$ cat config.mk
export PLATFORM = sky130hd
export DESIGN_NAME = lsnp_regs
export DESIGN_NICKNAME = d
export VERILOG_FILES = /design/src/hdl/lsnp_pkg.sv /design/src/hdl/lsnp_regs.sv
export SDC_FILE = /design/constraint.sdc
export NUM_CORES = 1
export LEC_CHECK = 0
export BUFFER_PORTS_ARGS = -buffer_cell sky130_fd_sc_hd__buf_2
export CAP_MARGIN = 10
export CORE_MARGIN = 1.5
export CORE_UTILIZATION = 54
export CTS_CLUSTER_DIAMETER = 120
export DETAILED_ROUTE_END_ITERATION = 8
export PLACE_DENSITY = 0.82
export SETUP_SLACK_MARGIN = 0.05
export SLEW_MARGIN = 20
export SYNTH_ARGS = -nofsm -noshare
export SYNTH_HDL_FRONTEND = slang
export SYNTH_SLANG_ARGS = --single-unit
$ cat constraint.sdc
create_clock -name core_clk -period 2.7 [get_ports core_clk]
set_input_delay 0 -clock core_clk [delete_from_list [all_inputs] [get_ports core_clk]]
set_output_delay 0 -clock core_clk [all_outputs]
set_load 0.02 [all_outputs]
$ cat src/hdl/lsnp_pkg.sv
package lsnp_pkg;

    // ---------------------------------------------------------------
    // Snooped I/O addresses
    // ---------------------------------------------------------------
    localparam logic [15:0] LSNP_ADDR_KBD_RELEASE   = 16'h0060;
    localparam logic [15:0] LSNP_ADDR_APM_COMMAND   = 16'h00b2;
    localparam logic [15:0] LSNP_ADDR_APM_STATUS    = 16'h00b3;
    localparam logic [15:0] LSNP_ADDR_FPU_CLEAR     = 16'h00f0;
    localparam logic [15:0] LSNP_ADDR_FLOPPY_PRI    = 16'h03f2;
    localparam logic [15:0] LSNP_ADDR_FLOPPY_SEC    = 16'h0372;
    localparam logic [15:0] LSNP_ADDR_TRIG_LOW      = 16'h04d0;
    localparam logic [15:0] LSNP_ADDR_TRIG_HIGH     = 16'h04d1;

    // ---------------------------------------------------------------
    // Field positions
    // ---------------------------------------------------------------
    localparam int          LSNP_FLOPPY_DMA_EN_BIT  = 3;
    localparam int          LSNP_SMI_SOURCE_ENABLE_REG_APM_BIT      = 7;
    localparam int          LSNP_SMICTL_SMI_BIT     = 0;
    localparam int          LSNP_SMICTL_STOP_BIT    = 1;

    // ---------------------------------------------------------------
    // Reset values
    // ---------------------------------------------------------------
    localparam logic [7:0]  LSNP_RST_APM_COMMAND    = 8'h00;
    localparam logic [7:0]  LSNP_RST_APM_STATUS     = 8'h00;
    localparam logic [7:0]  LSNP_RST_TRIG           = 8'h00;
    localparam logic        LSNP_RST_FLOPPY_DMA_EN  = 1'b0;

    // ---------------------------------------------------------------
    // Carriers
    // ---------------------------------------------------------------
    typedef struct packed {
        logic        rd;
        logic        wr;
        logic [15:0] addr;
        logic [7:0]  wdata;
    } lsnp_io_req_s;

    typedef struct packed {
        logic       mouse_en;
        logic       fpu_err_en;
        logic [7:0] smi_source_enable_reg;
        logic [7:0] smi_control_reg;
    } lsnp_cfg_s;

endpackage : lsnp_pkg

$ cat src/hdl/lsnp_regs.sv
// Function
// [RULE_01] Floppy output port at 3F2h or 372h is write-only; keep bit 3.
// [RULE_02] With bit 3 set, DMA channel 2 acknowledge drives transceiver enable.
// [RULE_03] Floppy DMA enable bit resets to 0.
// [RULE_04] Snooped accesses also pass through to the ISA bus.
// [RULE_05] Any read of 60h releases the keyboard interrupt; here a keyboard request in the same cycle wins and keeps it set.
// [RULE_06] Mouse enabled: mouse input raises interrupt, read of 60h releases it.
// [RULE_07] Mouse disabled: reads of 60h leave mouse interrupt untouched.
// [RULE_08] Error reporting enabled: coprocessor error raises interrupt 13.
// [RULE_09] Write F0h during error asserts ignore-error and drops interrupt 13.
// [RULE_10] Ignore-error holds until the error input negates.
// [RULE_11] Write F0h without error leaves ignore-error unchanged.
// [RULE_12] Two 8-bit trigger-select registers; 1 level, 0 edge per interrupt.
// [RULE_13] Trigger-select registers reset to zero.
// [RULE_14] Software keeps interrupts 0,1,2,8,13 edge sensitive.
// [RULE_15] Software sets PCI-steered interrupts level sensitive.
// [RULE_16] Power-management ports take single-byte accesses only.
// [RULE_17] Command port 0B2h read/write, resets 00h, returns last write.
// [RULE_18] Command write raises SYS_MGMT_IRQ only if enable bit 7 and control bit 0.
// [RULE_19] Command read stops CPU clock if control bit 1; never SYS_MGMT_IRQ.
// [RULE_20] Status port 0B3h read/write, resets 00h, no effect on behaviour.
// [RULE_21] Mouse, coprocessor, SYS_MGMT_IRQ enable and control bits arrive as inputs.
`timescale 1ns/100ps
module lsnp_regs
(
    input  wire logic                  core_clk,              // 25 MHz clock
    input  wire logic                  rst_n,                 // Sync reset, active low
    input  wire logic                  clk_en,                // Freezes state when low
    input  wire lsnp_pkg::lsnp_io_req_s io_req,               // Byte I/O cycle, one-cycle strobe
    input  wire lsnp_pkg::lsnp_cfg_s   cfg,                   // Configuration bits
    input  wire logic                  dma_ch2_ack_n,         // DMA channel 2 acknowledge
    input  wire logic                  keyboard_irq_in,       // Keyboard controller request
    input  wire logic                  mouse_irq_input,       // Mouse request
    input  wire logic                  fpu_error_in_n,        // Coprocessor error
    output logic [7:0]                 io_rdata,              // Read data
    output logic                       io_claim,              // Device returns read data
    output logic                       isa_forward,           // Cycle passes to ISA
    output logic                       util_bus_xcvr_oe_n,    // Transceiver enable
    output logic                       keyboard_irq,          // Latched keyboard interrupt
    output logic                       mouse_irq,             // Latched mouse interrupt; raw pin when mouse disabled
    output logic                       fpu_error_irq,         // Interrupt 13
    output logic                       ignore_fpu_error_n,    // Ignore coprocessor error
    output logic                       sys_mgmt_irq,          // SYS_MGMT_IRQ pulse
    output logic                       cpu_clock_stop_n,      // CPU clock stop
    output logic [15:0]                trigger_select         // Per-interrupt level select
);
    import lsnp_pkg::*;

    // ---------------------------------------------------------------
    // Address decode
    // ---------------------------------------------------------------
    logic hit_kbd;
    logic hit_cmd;
    logic hit_sts;
    logic hit_fpu;
    logic hit_flp;
    logic hit_tlo;
    logic hit_thi;
    logic rd_kbd;
    logic wr_fpu;
    logic fpu_err;

    assign hit_kbd = (io_req.addr == LSNP_ADDR_KBD_RELEASE);
    assign hit_cmd = (io_req.addr == LSNP_ADDR_APM_COMMAND);
    assign hit_sts = (io_req.addr == LSNP_ADDR_APM_STATUS);
    assign hit_fpu = (io_req.addr == LSNP_ADDR_FPU_CLEAR);
    assign hit_flp = (io_req.addr == LSNP_ADDR_FLOPPY_PRI)
                   || (io_req.addr == LSNP_ADDR_FLOPPY_SEC);     // RULE_01
    assign hit_tlo = (io_req.addr == LSNP_ADDR_TRIG_LOW);
    assign hit_thi = (io_req.addr == LSNP_ADDR_TRIG_HIGH);
    assign rd_kbd  = clk_en && io_req.rd && hit_kbd;
    assign wr_fpu  = clk_en && io_req.wr && hit_fpu;
    assign fpu_err = !fpu_error_in_n;

    // Passive snoop: every cycle flows through, even to owned ports
    assign isa_forward = io_req.rd || io_req.wr;                  // RULE_04

    // ---------------------------------------------------------------
    // Configuration inputs
    // ---------------------------------------------------------------
    // Levels from the bridge configuration registers
    logic mouse_on;
    logic fpu_on;
    logic smi_armed;
    logic stop_armed;

    assign mouse_on   = cfg.mouse_en;                             // RULE_21
    assign fpu_on     = cfg.fpu_err_en;                           // RULE_21
    assign smi_armed  = cfg.smi_source_enable_reg[LSNP_SMI_SOURCE_ENABLE_REG_APM_BIT]
                      && cfg.smi_control_reg[LSNP_SMICTL_SMI_BIT]; // RULE_18 RULE_21
    assign stop_armed = cfg.smi_control_reg[LSNP_SMICTL_STOP_BIT]; // RULE_21

    // ---------------------------------------------------------------
    // Accepted cycles
    // ---------------------------------------------------------------
    // Strobes qualified by the clock enable
    logic rd_cmd;
    logic wr_cmd;
    logic rd_own;

    assign rd_cmd = clk_en && io_req.rd && hit_cmd;
    assign wr_cmd = clk_en && io_req.wr && hit_cmd;
    // Only readable ports answer; reads of 60h, F0h and floppy port do not
    assign rd_own = clk_en && io_req.rd && (hit_cmd || hit_sts || hit_tlo || hit_thi);

    // ---------------------------------------------------------------
    // Floppy DMA gate
    // ---------------------------------------------------------------
    logic floppy_dma_en_reg;

    // Only the DMA enable bit of the floppy port is kept
    always_ff @(posedge core_clk)
    begin
        if (!rst_n)
            floppy_dma_en_reg <= LSNP_RST_FLOPPY_DMA_EN;          // RULE_03
        else if (clk_en && io_req.wr && hit_flp)
            floppy_dma_en_reg <= io_req.wdata[LSNP_FLOPPY_DMA_EN_BIT]; // RULE_01
    end

    assign util_bus_xcvr_oe_n = !(floppy_dma_en_reg && !dma_ch2_ack_n); // RULE_02

    // ---------------------------------------------------------------
    // Keyboard and mouse interrupt latches
    // ---------------------------------------------------------------
    logic kbd_irq_reg;
    logic mouse_irq_reg;

    always_ff @(posedge core_clk)
    begin
        if (!rst_n)
            kbd_irq_reg <= 1'b0;
        else if (clk_en)
        begin
            if (keyboard_irq_in)
                kbd_irq_reg <= 1'b1;                              // Set wins over release
            else if (rd_kbd)
                kbd_irq_reg <= 1'b0;                              // RULE_05
        end
    end

    always_ff @(posedge core_clk)
    begin
        if (!rst_n)
            mouse_irq_reg <= 1'b0;
        else if (clk_en)
        begin
            if (!mouse_on)
                mouse_irq_reg <= mouse_irq_reg;                   // RULE_07
            else if (mouse_irq_input)
                mouse_irq_reg <= 1'b1;                            // RULE_06
            else if (rd_kbd)
                mouse_irq_reg <= 1'b0;                            // RULE_06
        end
    end

    assign keyboard_irq = kbd_irq_reg;
    // Mouse disabled: pin passes straight through, untouched by 60h
    assign mouse_irq    = mouse_on ? mouse_irq_reg : mouse_irq_input; // RULE_07

    // ---------------------------------------------------------------
    // Coprocessor error handling
    // ---------------------------------------------------------------
    logic ignore_fpu_error_n_reg;
    logic fpu_error_irq_reg;

    always_ff @(posedge core_clk)
    begin
        if (!rst_n)
            ignore_fpu_error_n_reg <= 1'b0;
        else if (clk_en)
        begin
            if (!fpu_err)
                ignore_fpu_error_n_reg <= 1'b0;                                // RULE_10
            else if (wr_fpu && fpu_on)
                ignore_fpu_error_n_reg <= 1'b1;                                // RULE_09 RULE_11
        end
    end

    // Interrupt 13 stays low while ignore-error is asserted
    always_ff @(posedge core_clk)
    begin
        if (!rst_n)
            fpu_error_irq_reg <= 1'b0;
        else if (clk_en)
            fpu_error_irq_reg <= fpu_on && fpu_err && !ignore_fpu_error_n_reg
                         && !(wr_fpu && fpu_err);                 // RULE_08 RULE_09
    end

    assign fpu_error_irq      = fpu_error_irq_reg;
    assign ignore_fpu_error_n = !ignore_fpu_error_n_reg;

    // ---------------------------------------------------------------
    // Trigger-select registers
    // ---------------------------------------------------------------
    logic [7:0] trig_low_reg;
    logic [7:0] trig_high_reg;

    always_ff @(posedge core_clk)
    begin
        if (!rst_n)
        begin
            trig_low_reg  <= LSNP_RST_TRIG;                       // RULE_13
            trig_high_reg <= LSNP_RST_TRIG;                       // RULE_13
        end
        else if (clk_en && io_req.wr)
        begin
            if (hit_tlo)
                trig_low_reg <= io_req.wdata;                     // RULE_12
            if (hit_thi)
                trig_high_reg <= io_req.wdata;                    // RULE_12
        end
    end

    // High register carries interrupts 8 to 15
    assign trigger_select = {trig_high_reg, trig_low_reg};        // RULE_12

    // ---------------------------------------------------------------
    // Power-management ports
    // ---------------------------------------------------------------
    logic [7:0] apm_command_port_reg;
    logic [7:0] apm_status_port_reg;
    logic       smi_reg;
    logic       stop_reg;

    // Byte-wide ports only; the bus carries single bytes
    always_ff @(posedge core_clk)
    begin
        if (!rst_n)
        begin
            apm_command_port_reg <= LSNP_RST_APM_COMMAND;         // RULE_17
            apm_status_port_reg  <= LSNP_RST_APM_STATUS;          // RULE_20
        end
        else if (clk_en && io_req.wr)
        begin
            if (hit_cmd)
                apm_command_port_reg <= io_req.wdata;             // RULE_17 RULE_16
            if (hit_sts)
                apm_status_port_reg <= io_req.wdata;              // RULE_20 RULE_16
        end
    end

    always_ff @(posedge core_clk)
    begin
        if (!rst_n)
            smi_reg <= 1'b0;
        else if (clk_en)
            // Raised by command writes only, never by reads
            smi_reg <= wr_cmd && smi_armed;                       // RULE_18 RULE_19
    end

    // Clock stop holds until software clears the control bit
    always_ff @(posedge core_clk)
    begin
        if (!rst_n)
            stop_reg <= 1'b0;
        else if (clk_en)
        begin
            if (!stop_armed)
                stop_reg <= 1'b0;
            else if (rd_cmd)
                stop_reg <= 1'b1;                                 // RULE_19
        end
    end

    assign sys_mgmt_irq     = smi_reg;
    assign cpu_clock_stop_n = !stop_reg;

    // ---------------------------------------------------------------
    // Read data
    // ---------------------------------------------------------------
    logic [7:0] rdata_reg;
    logic       claim_reg;

    always_ff @(posedge core_clk)
    begin
        if (!rst_n)
            claim_reg <= 1'b0;
        else if (clk_en)
            claim_reg <= rd_own;
    end

    // Data holds until the next accepted cycle
    always_ff @(posedge core_clk)
    begin
        if (!rst_n)
            rdata_reg <= 8'h00;
        else if (clk_en && (io_req.rd || io_req.wr))
        begin
            case (1'b1)
                hit_cmd: rdata_reg <= apm_command_port_reg;       // RULE_17
                hit_sts: rdata_reg <= apm_status_port_reg;        // RULE_20
                hit_tlo: rdata_reg <= trig_low_reg;               // RULE_12
                hit_thi: rdata_reg <= trig_high_reg;              // RULE_12
                default: rdata_reg <= 8'h00;
            endcase
        end
    end

    assign io_rdata = rdata_reg;
    assign io_claim = claim_reg;

endmodule : lsnp_regs

; ---- Yosys cells after proc, flatten, opt, wreduce, memory -nomap -nowiden
; Index checks and enable logic that the tools add are counted.
[word_totals]
mem_bits_rw = 0
latchBits = 0
mem_bits_ro = 0
inputBits = 51
memories = 0
output_inout_bits = 33
elab_cells = 73
reg_bits = 48
[classes]
n_div = 0
n_eq_ne = 9
n_shift = 0
mul = 0
bitwise_logic = 0
mux = 12
magnitude_cmp = 0
reduce_logical = 39
n_addsub = 0
[ops]
columns = cell, count
row1 = 16-bit by 8-bit == test with 1-bit output (second input constant), 3
row2 = 16-bit by 10-bit == test with 1-bit output (second input constant), 2
row3 = 16-bit by 11-bit == test with 1-bit output (second input constant), 2
row4 = 8-bit two-way mux, 4
row5 = 1-bit logical AND, 17
row6 = 16-bit by 7-bit == test with 1-bit output (second input constant), 1
row7 = 2-bit AND reduction, 7
row8 = 1-bit two-way mux, 8
row9 = 1-bit logical NOT, 6
row10 = 2-bit nonzero test, 3
row11 = 1-bit logical OR, 5
row12 = 3-bit AND reduction, 1
row13 = 2-bit by 1-bit != test with 1-bit output (second input constant), 1

; ---- Longest topological paths before layout
; Gate-level depths: netlist of the first run.
[logic_depth]
ltp_word = 5
mapped_depth = 6
ltp_nobuf = 4

; ---- Least setup slack after synthesis of the first run
; No wires, ideal clock.
[synth_path]
kind = input port to flip-flop
from = in io_req[21] in the netlist's numbering
to = reg trig_high_reg[0]
t_arrival_ns = 1.166
path_buffers = 1
required_ns = 2.574
setup_slack_ns = 1.408
path_stages = 5
setup_time_ns = 0.126
path_cell_list = or3_1 -> or4_1 -> clkbuf_1 -> o21ai_0 -> a21boi_0
[synth_via]
elab_chain_len = 2
[synth_lines]
columns = element, line
row1 = "start, declared", lsnp_regs.sv:29  ; input wire lsnp_pkg::lsnp_io_req_s io_req,
row2 = 16-bit by 11-bit == test with 1-bit output, lsnp_regs.sv:70  ; assign hit_thi = (io_req.addr == LSNP_ADDR_TRIG_HIGH);
row3 = 2-bit AND reduction (no source line), -
row4 = "end signal, assigned", lsnp_regs.sv:210  ; trig_high_reg <= io_req.wdata;
row5 = "end, declared", lsnp_regs.sv:196  ; logic [7:0] trig_high_reg;
; No other way between the ends.
; A chain may end at the register's enable or synchronous reset.

; ---- Worst setup path after layout of the first run
[layout_path]
from = in io_req[8] in the netlist's numbering
to = reg mouse_irq_reg
[layout_via]
elab_chain_len = 4
[layout_lines]
columns = element, line
row1 = 16-bit by 7-bit == test with 1-bit output, lsnp_regs.sv:63  ; assign hit_kbd = (io_req.addr == LSNP_ADDR_KBD_RELEASE);
row2 = 1-bit logical AND, lsnp_regs.sv:71  ; assign rd_kbd = clk_en && io_req.rd && hit_kbd;
row3 = 2-bit nonzero test (no source line), -
row4 = 3-bit AND reduction (no source line), -
row5 = "end signal, assigned", lsnp_regs.sv:148  ; mouse_irq_reg <= mouse_irq_reg;
row6 = "end, declared", lsnp_regs.sv:126  ; logic mouse_irq_reg;
; No other way between the ends.

==> results of run 1 <==
## metrics by stage
step                      cell area (um^2)  worst slack, ns  utilization [%]  instances
final                                 3017            1.166            69.28        413
after global routing                  3017            1.068            69.28        413
after CTS                             3017            1.213            69.28        413
after detailed placement              2799           0.8980            64.28        392
after global placement                2799           0.9293            64.28        392
after floorplan                       2457            1.408                -        288
## logic make-up after synthesis
logic type,after synthesis,synth area share (%)
AOI/OAI and AO/OA,86,22.35
buffers and inverters,27,5.142
and+or+nand+nor,111,26.53
muxes,16,6.874
DFF,48,39.10
## worst min-delay path: stages
cell and delay [ns]:
buf_2 0.13, nand4_1 0.10, a21oi_1 0.07
## cell usage in the layout (no fill, tap or decap), types with 2 or more instances in the layout
master,instances
nand2_1,31
a21oi_1,2
a32o_1,2
a31oi_1,14
or4_1,2
nand3_1,25
mux2_2,7
dlygate4sd3_1,13
clkbuf_8,5
nand2b_1,4
o21ai_0,32
nor2b_1,2
a31o_2,2
buf_2,70
nand4_1,20
o31ai_1,2
inv_1,4
clkinv_2,2
a21boi_0,27
nor3b_1,2
nor4_1,3
nor3_2,2
buf_4,5
and3_1,4
dfxtp_1,48
nor2_1,2
mux2i_1,9
and4_1,2
## layout make-up
cell class,count,share of cell area (%)
multi-input cells,213,45.42
flip-flops and latches,48,31.85
repair buffers,88,17.17
clock buffers,5,2.281
well taps,52,2.157
clock inverters,3,0.6221
inverters,4,0.4977
## routing by layer
layer	wire length, um	up-vias	global-route usage (%)
met3	484	12	5.195
met1	3024	1182	39.64
li1	-	1221	-
met2	3138	112	44.65
met5	0	-	0
met4	114	0	10.26
## power groups by stage
stage	registers (W)	logic (W)	clock network, W
after floorplan	0.000746	0.0000716	0
after global placement	0.000736	0.000146	0
after detailed placement	0.000737	0.000148	0
after CTS	0.000720	0.000163	0.000434
after global routing	0.000722	0.000180	0.000466
final	0.000720	0.000165	0.000433
## final timing paths
path / to / cells past startpoint / startpoint
max: mouse_irq_reg$_SDFFE_PN0P_ / 6 / io_req[8]
min: stop_reg$_SDFFE_PN0P_ / 3 / io_req[25]
max reg2reg: mouse_irq_reg$_SDFFE_PN0P_ / 3 / mouse_irq_reg$_SDFFE_PN0P_
min reg2reg: apm_command_port_reg[5]$_SDFFE_PN0P_ / 2 / apm_command_port_reg[5]$_SDFFE_PN0P_
==> results by group, run 1 <==
Power
  – Clk pwr share: 32.8%
  – Sw frac: 26.77%
  – PwrDens: 437.0 mW/mm^2
  – Internal power: roughly 0.00097 W
  – Share of total power in sequential cells: 54.6%
  – NetSw: roughly 0.00035 W
  – Static leakage: 1.160 nW
  – VDD IR max: 333.2 uV
  – Total power: 0.001318 W
  – Combinational fraction of design power: 12.5%

Timing
  – Final period utilization: around 57%
  – Final Max Slew Viols: 0
  – Fmax achieved: roughly 650 MHz
  – Final setup vio count: 0
  – TNS Setup: 0 ns
  – Clk_skew: ~0.01 ns
  – Relative slew slack: 52.85%
  – Final hold slack: 0.02940 ns
  – Hold Vio Cnt, Final: 0
  – Min Tclk post-route: 1.534 ns
  – Unrepaired setup endpoints after global routing: no
  – Pin slew with the least headroom to its limit: 0.7026 ns

Critical path
  – Crit-path cells: buf_2, nor3_4, nand2_1, nor4_1, o22ai_1, dlygate4sd3_1
  – Critical Path End Type: register
  – CP bufs+invs: 2
  – Worst R2R Setup Slack: ~1.5 ns
  – Worst path top cell family by delay: buffers and inverters
  – Crit path max fanout: 20
  – Setup CP Type: in2reg
  – Crit path max-delay cell type: dlygate4sd3_1
  – Startpoint Class: input pin
  – CP max stage delay: roughly 0.56 ns
  – CP required: 2.90 ns
  – WP data arrival: between 1.5 and 2 ns

Synthesis
  – Syn Nets: 339
  – Number of synthesized flops with an enable pin: 0
  – Synth warn: 0
  – Largest area contributor in the netlist: dfxtp_1
  – Top FF cell, synth: dfxtp_1
  – Most area-consuming cells after synthesis: dfxtp_1 (39%), a21boi_0 (8.2%), o21ai_0 (6.5%), nand3_1 (5.1%), nand4_1 (5.1%)
  – Seq cells post-synth: 48
  – Synth unique cells: 44
  – FFs w/ async S/R, synth: 0%
  – Post-synthesis sequential area ratio: between 30% and 40%
  – Cells after Synth: 288
  – Synthesized area: 0.002457 mm^2
  – Top-area cell type share of the netlist area: a little under 40%
  – Most frequent cells after synthesis: dfxtp_1 (48), o21ai_0 (32), nand2_1 (31)
  – Avg Cell Area, Syn: around 8.5 um^2
  – Most frequent cell after synthesis: dfxtp_1

Flow run
  – Number of max-cap violations: 0

Clocking
  – CTS tree: done
  – Post-CTS setup buffers: 0
  – Cts bufs inserted: 5
  – CTS sink cnt: 48
  – # hold bufs at CTS: 13
  – Clock root cell: clkbuf_8
  – CTS max path bufs: 2
  – Clk_lat worst skew: 0.31 ns
  – H-tree depth: 2
  – # resized after CTS: 0
  – Worst-path clk slew: 0.09 ns

Floorplan
  – Row cnt: 24
  – Core Region: roughly 0.0044 mm^2
  – Initial Utilization: 56.44%
  – Die H: 70.46 um
  – Full die area: 0.004965 mm^2
  – Top-Level Pins: 84
  – Die W: 70.46 um

Run status
  – Status: completed

Routing
  – Antenna Violating Nets Remaining: 0
  – Avg WL per Cell: 16.37 um
  – Via count: 2527
  – Aggregate routed wire length: between 6000 and 7000 um
  – DRT iter0 DRCs: 294
  – DRC violations left: 0
  – DR vias/cell: between 6 and 7
  – DRT Pass-1 Iters: 5

Cells and area
  – Reg area: 960.9 um^2
  – Area Overhead vs Synth: 22.76%
  – Layout cells sized above 1: about 28%
  – Antenna Diode Count: 0
  – Final #Nets: ~410
  – FILL cells: 386
  – Area of the multi-input gates: 0.001370 mm^2

Global routing
  – GR Util All Layers: 28.64%
  – Congestion Overflow GR: 0
  – Number of global-route vias before repair: 2360
  – Antenna violations before repair: 0
  – Global-route wire length before repair: around 11000 um
  – Largest net degree at the start of global routing: 32

Placement
  – Routability Congestion: a little over 0.8
  – Dpl hpwl: roughly 4500 um
  – # port buffers: 70

Hold path
  – Hold Crit Class: in2reg
(Power assumes the default switching activity.)
==> run 2: changes to the inputs <==
--- a/config.mk
+++ b/config.mk
@@ -8,10 +8,10 @@
 export BUFFER_PORTS_ARGS = -buffer_cell sky130_fd_sc_hd__buf_2
 export CAP_MARGIN = 10
 export CORE_MARGIN = 1.5
-export CORE_UTILIZATION = 54
+export CORE_UTILIZATION = 45
 export CTS_CLUSTER_DIAMETER = 120
 export DETAILED_ROUTE_END_ITERATION = 8
-export PLACE_DENSITY = 0.82
+export PLACE_DENSITY = 0.73
 export SETUP_SLACK_MARGIN = 0.05
 export SLEW_MARGIN = 20
 export SYNTH_ARGS = -nofsm -noshare
==> constraint.sdc (replaced) <==
create_clock -name core_clk -period 1.4 [get_ports core_clk]
set_input_delay 0 -clock core_clk [delete_from_list [all_inputs] [get_ports core_clk]]
set_output_delay 0 -clock core_clk [all_outputs]
set_load 0.02 [all_outputs]
==> run 2 against run 1 <==
Net effect:
- via count is 0.63% lower
- hold slack worse by 0.015 ns
- cell count is 9.4% higher
- worst setup slack worse by 0.90 ns
- die area is 19% higher
- clock power is 130% higher
- critical path depth is 1 lower
- clock skew is 0.0077 ns lower
- sequential share of layout area is 2.3 points lower
- sequential power is 93% higher
- register-to-register slack worse by 1.3 ns
- routed wire length is 2.3% higher
==> results by group, run 2 (synthesized netlist as in run 1, its figures left out) <==
Timing
  – Pin slew with the least headroom to its limit: 0.4439 ns (was 0.7026 ns)
  – Relative slew slack: 70.40% (was 52.85%)
  – Final setup vio count: 0 (unchanged)
  – Fmax achieved: slightly below 900 MHz
  – TNS Setup: 0 ns (unchanged)
  – Min Tclk post-route: 1.139 ns
  – Unrepaired setup endpoints after global routing: no (unchanged)
  – Hold Vio Cnt, Final: 0 (unchanged)
  – Final Max Slew Viols: 0 (unchanged)
  – Final period utilization: 81.35%
  – Final setup margin: 0.2612 ns (was 1.166 ns)
  – Clk_skew: 0.002572 ns (was 0.01027 ns)

Floorplan
  – Row cnt: 26 (was 24)
  – Initial Utilization: 47.51% (was 56.44%)
  – Top-Level Pins: 84 (unchanged)
  – Die H: 76.90 um (was 70.46 um)
  – Die W: 76.90 um (was 70.46 um)
  – Full die area: 0.005913 mm^2 (was 0.004965 mm^2)
  – Core Region: 0.005172 mm^2 (was 0.004354 mm^2)

Clocking
  – H-tree depth: 2 (unchanged)
  – CTS max path bufs: 2 (unchanged)
  – CTS tree: done (unchanged)
  – Cts bufs inserted: 5 (unchanged)
  – CTS sink cnt: 48 (unchanged)
  – # resized after CTS: 0 (unchanged)
  – Worst-path clk slew: 0.08 ns (was 0.09 ns)
  – Clk_lat worst skew: 0.30 ns (was 0.31 ns)
  – Clock root cell: clkbuf_8 (unchanged)

Global routing
  – Congestion Overflow GR: 0 (unchanged)
  – Global-route wire length before repair: 11810 um (was 11360 um)
  – Number of global-route vias before repair: 2395 (was 2360)
  – Largest net degree at the start of global routing: 26 (was 32)
  – Antenna violations before repair: 0 (unchanged)
  – GR Util All Layers: 24.90% (was 28.64%)

Cells and area
  – Final #Nets: 432 (was 411)
  – Area Overhead vs Synth: 32.48% (was 22.76%)
  – Non-Filler Cell Area, Final: 0.003256 mm^2 (was 0.003017 mm^2)
  – Layout cells sized above 1: 31.94% (was 27.70%)
  – Antenna Diode Count: 0 (unchanged)
  – Commonest non-fill, non-tap cells in the layout: buf_2 (70), dfxtp_1 (48), o21ai_0 (32) (unchanged)
  – Area of the multi-input gates: 0.001370 mm^2 (unchanged)
  – Most common cell after layout, fill and taps aside: buf_2 (unchanged)
  – Fin cells: 452 (was 413)
  – FILL cells: 474 (was 386)
  – Reg area: 960.9 um^2 (unchanged)

Power
  – PwrDens: 841.7 mW/mm^2 (was 437.0 mW/mm^2)
  – Total power: 0.002740 W (was 0.001318 W)
  – VDD IR max: 551.1 uV (was 333.2 uV)
  – Static leakage: 1.274 nW (was 1.160 nW)

Critical path
  – Critical Path End Type: register (unchanged)
  – Setup CP Type: in2reg (unchanged)
  – CP required: 1.59 ns (was 2.90 ns)
  – Crit path max fanout: 8 (was 20)
  – Startpoint Class: input pin (unchanged)
  – WP data arrival: 1.33 ns (was 1.74 ns)

Flow run
  – Number of max-cap violations: 0 (unchanged)

Placement
  – Routability Congestion: 0.8610 (was 0.8096)
  – Post-DP Area: 0.003024 mm^2 (was 0.002799 mm^2)
  – # port buffers: 70 (unchanged)
  – Dpl hpwl: 4959 um (was 4536 um)
  – Number of instances in the placed design: 432 (was 392)
  – Placement Setup Slack: -0.07077 ns (was 0.8980 ns)

Hold path
  – Hold Crit Class: in2reg (unchanged)

Routing
  – Aggregate routed wire length: 6918 um (was 6761 um)
  – DRT iter0 DRCs: 230 (was 294)
  – DRT Pass-1 Iters: 5 (unchanged)
  – DRC violations left: 0 (unchanged)
  – Via count: 2511 (was 2527)
  – Avg WL per Cell: 15.31 um (was 16.37 um)
  – DR vias/cell: 5.555 (was 6.119)
  – Antenna Violating Nets Remaining: 0 (unchanged)

Run status
  – Status: completed (unchanged)
-- run 2: timing repair --
item | CTS | global route
hold buffers | 12 | 0
endpoints found under the hold margin | 15 | 0
buffers inserted | 0 | 0
setup endpoints to repair | 0 | 0
-- run 2: cell type report --
| class | count | area share, % |
|---|---|---|
| Tap cell | 70 | 2.690 |
| Clock buffer | 5 | 2.114 |
| Clock inverter | 3 | 1.307 |
| Multi-Input combinational cell | 213 | 42.08 |
| Sequential cell | 48 | 29.52 |
| Timing Repair Buffer | 109 | 21.83 |
| Inverter | 4 | 0.4612 |
-- run 2: worst max-delay path, cell delays in order --
cell,delay [ns]
buf_2,0.10
or3_1,0.37
or4_1,0.55
o21ai_0,0.21
a21boi_0,0.10
-- run 2: worst paths after layout --
check,slack (ns),from,cells after the start,to
min,0.01,io_req[3],3,trig_high_reg[3]$_SDFFE_PN0P_
max reg2reg,0.29,trig_high_reg[1]$_SDFFE_PN0P_,3,io_rdata[1]$_SDFFE_PN0P_
min reg2reg,0.45,stop_reg$_SDFFE_PN0P_,2,stop_reg$_SDFFE_PN0P_
max,0.26,io_req[21],5,trig_high_reg[7]$_SDFFE_PN0P_
-- run 2: power by group --
| part | total, W | internal, W | switching (W) |
|---|---|---|---|
| sequential | 0.00139 | 0.00138 | 0.00000766 |
| combinational | 0.000352 | 0.000156 | 0.000195 |
| clock | 0.00100 | 0.000529 | 0.000472 |
| total | 0.00274 | 0.00207 | 0.000675 |
-- run 2: stage by stage --
| stage | utilization, % | hold slack [ns] |
|---|---|---|
| 5_1_grt | 62.94 | 0.02337 |
| 3_3_place_gp | 58.47 | 0.2669 |
| 4_1_cts | 62.94 | 0.008824 |
| 2_1_floorplan | - | 0.1401 |
| 3_5_place_dp | 58.47 | 0.2728 |
| 6_report | 62.94 | 0.01454 |
-- run 2: metal layers --
| metal | global-route usage [%] | part of all wire [%] |
|---|---|---|
| met5 | 0 | 0 |
| met2 | 37.52 | 45 |
| met1 | 35.22 | 47 |
| met3 | 5.119 | 6.8 |
| met4 | 8.333 | 1.2 |
==> run 3: changes to the inputs <==
--- a/config.mk
+++ b/config.mk
@@ -5,13 +5,14 @@
 export SDC_FILE = /design/constraint.sdc
 export NUM_CORES = 1
 export LEC_CHECK = 0
+export ABC_AREA = 1
 export BUFFER_PORTS_ARGS = -buffer_cell sky130_fd_sc_hd__buf_2
 export CAP_MARGIN = 10
 export CORE_MARGIN = 1.5
 export CORE_UTILIZATION = 45
 export CTS_CLUSTER_DIAMETER = 120
 export DETAILED_ROUTE_END_ITERATION = 8
-export PLACE_DENSITY = 0.73
+export PLACE_DENSITY = 0.72
 export SETUP_SLACK_MARGIN = 0.05
 export SLEW_MARGIN = 20
 export SYNTH_ARGS = -nofsm -noshare
==> constraint.sdc (replaced) <==
create_clock -name core_clk -period 1 [get_ports core_clk]
set_input_delay 0 -clock core_clk [delete_from_list [all_inputs] [get_ports core_clk]]
set_output_delay 0 -clock core_clk [all_outputs]
set_load 0.02 [all_outputs]
==> run 3 against run 2 <==
Net effect:
- the flow now finishes with violations (negative hold slack, negative setup slack)
- critical path type is now reg2out
- largest cell class unchanged
- sequential cell count did not move
- combinational power rose by 71%
- power rose by 56%
- synthesized cell count rose by 13%
- via count rose by 11%
- hold slack got worse by 0.023 ns
- critical endpoint is now mouse_irq
==> results by group, run 3 <==
Cells and area
  – Commonest non-fill, non-tap cells in the layout: buf_2 (62), dfxtp_1 (46), inv_1 (44) (was buf_2 (70), dfxtp_1 (48), o21ai_0 (32))
  – Final #Nets: 509 (was 432)
  – Layout cells sized above 1: 43.79% (was 31.94%)
  – Antenna Diode Count: 0 (unchanged)
  – Fin cells: 529 (was 452)
  – Area Overhead vs Synth: 54.07% (was 32.48%)
  – Most common cell after layout, fill and taps aside: buf_2 (unchanged)

Power
  – Combinational fraction of design power: 14.1% (was 12.8%)
  – PwrDens: 1107 mW/mm^2 (was 841.7 mW/mm^2)
  – NetSw: 0.001061 W (was 0.0006747 W)
  – VDD IR max: 986.5 uV (was 551.1 uV)
  – Static leakage: 1.839 nW (was 1.274 nW)
  – Clk pwr share: 40.5% (was 36.5%)
  – Sw frac: 24.82% (was 24.62%)
  – Share of total power in sequential cells: 45.4% (was 50.7%)
  – Internal power: 0.003213 W (was 0.002066 W)

Clocking
  – Clock root cell: clkbuf_8 (unchanged)
  – Worst-path clk slew: 0.10 ns (was 0.08 ns)
  – Clk_lat worst skew: 0.32 ns (was 0.30 ns)
  – Cts bufs inserted: 5 (unchanged)
  – CTS max path bufs: 2 (unchanged)
  – CTS sink cnt: 48 (unchanged)
  – CTS tree: done (unchanged)
  – H-tree depth: 2 (unchanged)

Floorplan
  – Die H: 77.63 um (was 76.90 um)
  – Top-Level Pins: 84 (unchanged)
  – Core Region: 0.005238 mm^2 (was 0.005172 mm^2)
  – Die W: 77.63 um (was 76.90 um)
  – Row cnt: 26 (unchanged)
  – Initial Utilization: 47.85% (was 47.51%)
  – Full die area: 0.006026 mm^2 (was 0.005913 mm^2)

Critical path
  – CP required: 1.00 ns (was 1.59 ns)
  – Crit path max fanout: 2 (was 8)
  – WP data arrival: 1.02 ns (was 1.33 ns)
  – Critical Path End Type: output pin (was register)
  – Startpoint Class: register (was input pin)
  – Setup CP Type: reg2out (was in2reg)

Synthesis
  – Top FF cell, synth: dfxtp_1 (unchanged)
  – Syn Nets: 375 (was 339)
  – Synth warn: 0 (unchanged)
  – Largest area contributor in the netlist: dfxtp_1 (unchanged)
  – Cells after Synth: 324 (was 288)
  – Most frequent cell after synthesis: dfxtp_1 (unchanged)
  – Top-area cell type share of the netlist area: 38.34% (was 39.10%)
  – Most area-consuming cells after synthesis: dfxtp_1 (38%), a21oi_1 (7.8%), o21ai_0 (7.8%), inv_1 (7.0%), nand2_1 (6.0%) (was dfxtp_1 (39%), a21boi_0 (8.2%), o21ai_0 (6.5%), nand3_1 (5.1%), nand4_1 (5.1%))
  – Most frequent cells after synthesis: dfxtp_1 (48), inv_1 (47), nand2_1 (40) (was dfxtp_1 (48), o21ai_0 (32), nand2_1 (31))
  – Avg Cell Area, Syn: 7.735 um^2 (was 8.532 um^2)
  – FFs w/ async S/R, synth: 0% (unchanged)
  – Synth unique cells: 31 (was 44)
  – Number of synthesized flops with an enable pin: 0 (unchanged)
  – Seq cells post-synth: 48 (unchanged)
  – Synthesized area: 0.002506 mm^2 (was 0.002457 mm^2)
  – Post-synthesis sequential area ratio: 38.34% (was 39.10%)

Global routing
  – Antenna violations before repair: 0 (unchanged)
  – Global-route wire length before repair: 10930 um (was 11810 um)
  – GR Util All Layers: 22.45% (was 24.90%)
  – Number of global-route vias before repair: 2466 (was 2395)
  – Congestion Overflow GR: 0 (unchanged)
  – Largest net degree at the start of global routing: 23 (was 26)

Routing
  – Antenna Violating Nets Remaining: 0 (unchanged)
  – DR vias/cell: 5.251 (was 5.555)
  – DRC violations left: 0 (unchanged)
  – DRT iter0 DRCs: 258 (was 230)
  – DRT Pass-1 Iters: 5 (unchanged)
  – Via count: 2778 (was 2511)
  – Aggregate routed wire length: 7970 um (was 6918 um)
  – Avg WL per Cell: 15.07 um (was 15.31 um)

Timing
  – Final period utilization: 102.3%
  – Relative slew slack: 78.90% (was 70.40%)
  – Pin slew with the least headroom to its limit: 0.3132 ns (was 0.4439 ns)
  – Final setup vio count: 1 (was 0)
  – Final hold slack: -0.008034 ns (was 0.01454 ns)
  – Fmax achieved: 977.8 MHz
  – Final Max Slew Viols: 0 (unchanged)
  – Unrepaired setup endpoints after global routing: yes (was no)
  – Min Tclk post-route: 1.023 ns
  – Hold Vio Cnt, Final: 1 (was 0)
  – Final setup margin: -0.02267 ns (was 0.2612 ns)
  – Clk_skew: 0.009379 ns (was 0.002572 ns)

Placement
  – Routability Congestion: 0.7781 (was 0.8610)
  – Number of instances in the placed design: 479 (was 432)
  – # port buffers: 70 (unchanged)
  – Dpl hpwl: 4895 um (was 4959 um)

Flow run
  – Number of max-cap violations: 0 (unchanged)

Run status
  – Status: finished with violations (was completed)
  – Failing checks: negative hold slack, negative setup slack

Hold path
  – Hold Crit Class: in2reg (unchanged)
==> run 3: cell count changes in the layout (fill, tap and decap cells not counted), moves of 9 or more <==
| cell | delta |
|---|---|
| a31oi_1 | -14 |
| o21ai_1 | +10 |
| mux2i_1 | -9 |
| nor2_4 | +16 |
| buf_6 | +12 |
| nand4_1 | -17 |
| buf_4 | +15 |
| a21boi_0 | -27 |
| a21oi_1 | +36 |
| inv_1 | +40 |
==> run 3: layout make-up <==
| class | instances | area [um^2] |
|---|---|---|
| well taps | 70 | 87.58 |
| repair buffers | 136 | 1018 |
| flip-flops and latches | 48 | 963.4 |
| clock buffers | 5 | 68.82 |
| inverters | 49 | 192.7 |
| multi-input cells | 218 | 1461 |
| fillers | 405 | 1376 |
| clock inverters | 3 | 68.82 |
==> run 3: stage by stage <==
| stage | TNS (ns) | util, % | setup slack [ns] | power [W] | cell area [um^2] |
|---|---|---|---|---|---|
| after floorplan | -0.04481 | - | -0.02843 | 0.002226 | 2579 |
| after global placement | -9.550 | 60.61 | -0.2849 | 0.002451 | 3174 |
| after detailed placement | -11.09 | 60.61 | -0.3061 | 0.002459 | 3174 |
| after CTS | -0.01627 | 66.84 | -0.01627 | 0.004188 | 3501 |
| after global routing | -0.2109 | 73.72 | -0.07056 | 0.004384 | 3861 |
| final | -0.02267 | 73.72 | -0.02267 | 0.004273 | 3861 |
==> run 3: worst max-delay path, cell delays in order (launching register included) <==
cell	delay, ns
dfxtp_2	0.33
mux2_4	0.25
buf_6	0.13
==> run 3: metal layers <==
metal / up-vias / GRT usage [%] / part of all wire, %
met1: 1298 / 25.75 / 38
met2: 103 / 42.78 / 54
li1: 1353 / - / -
met4: 0 / 6.000 / 1.8
met3: 24 / 3.176 / 6.1
met5: - / 0 / 0
==> run 3: power by group through the flow <==
stage	logic [W]	registers (W)	clock network [W]
after detailed placement	0.000475	0.00198	0
after floorplan	0.000222	0.00200	0
after CTS	0.000532	0.00194	0.00172
final	0.000603	0.00194	0.00173
after global placement	0.000467	0.00198	0
after global routing	0.000649	0.00194	0.00179
==> run 3: cell families after synthesis <==
logic type,synth area share (%)
AO/OA/AOI/OAI,23.27
buffers and inverters,10.73
flip-flops,38.34
multiplexers,0.4493
AND/OR/NAND/NOR,27.21
==> run 3: path summary, 6_finish.rpt <==
check | from | to | slack [ns] | cells past startpoint
max reg2reg | trig_low_reg[5]$_SDFFE_PN0P_ | io_rdata[5]$_SDFFE_PN0P_ | 0.06 | 6
min reg2reg | trig_low_reg[6]$_SDFFE_PN0P_ | trig_low_reg[6]$_SDFFE_PN0P_ | 0.46 | 2
max | mouse_irq_reg$_SDFFE_PN0P_ | mouse_irq | -0.02 | 2
min | io_req[3] | trig_low_reg[3]$_SDFFE_PN0P_ | -0.008 | 3
==> run 3: what timing repair did <==
item                                    CTS  global route
hold buffers                             15             0
pin swaps                                 2            24
resized for setup                         5            47
gates cloned                              0             3
buffers inserted                          3            21
endpoints found under the hold margin    23             0
endpoints found under the setup margin   13            40
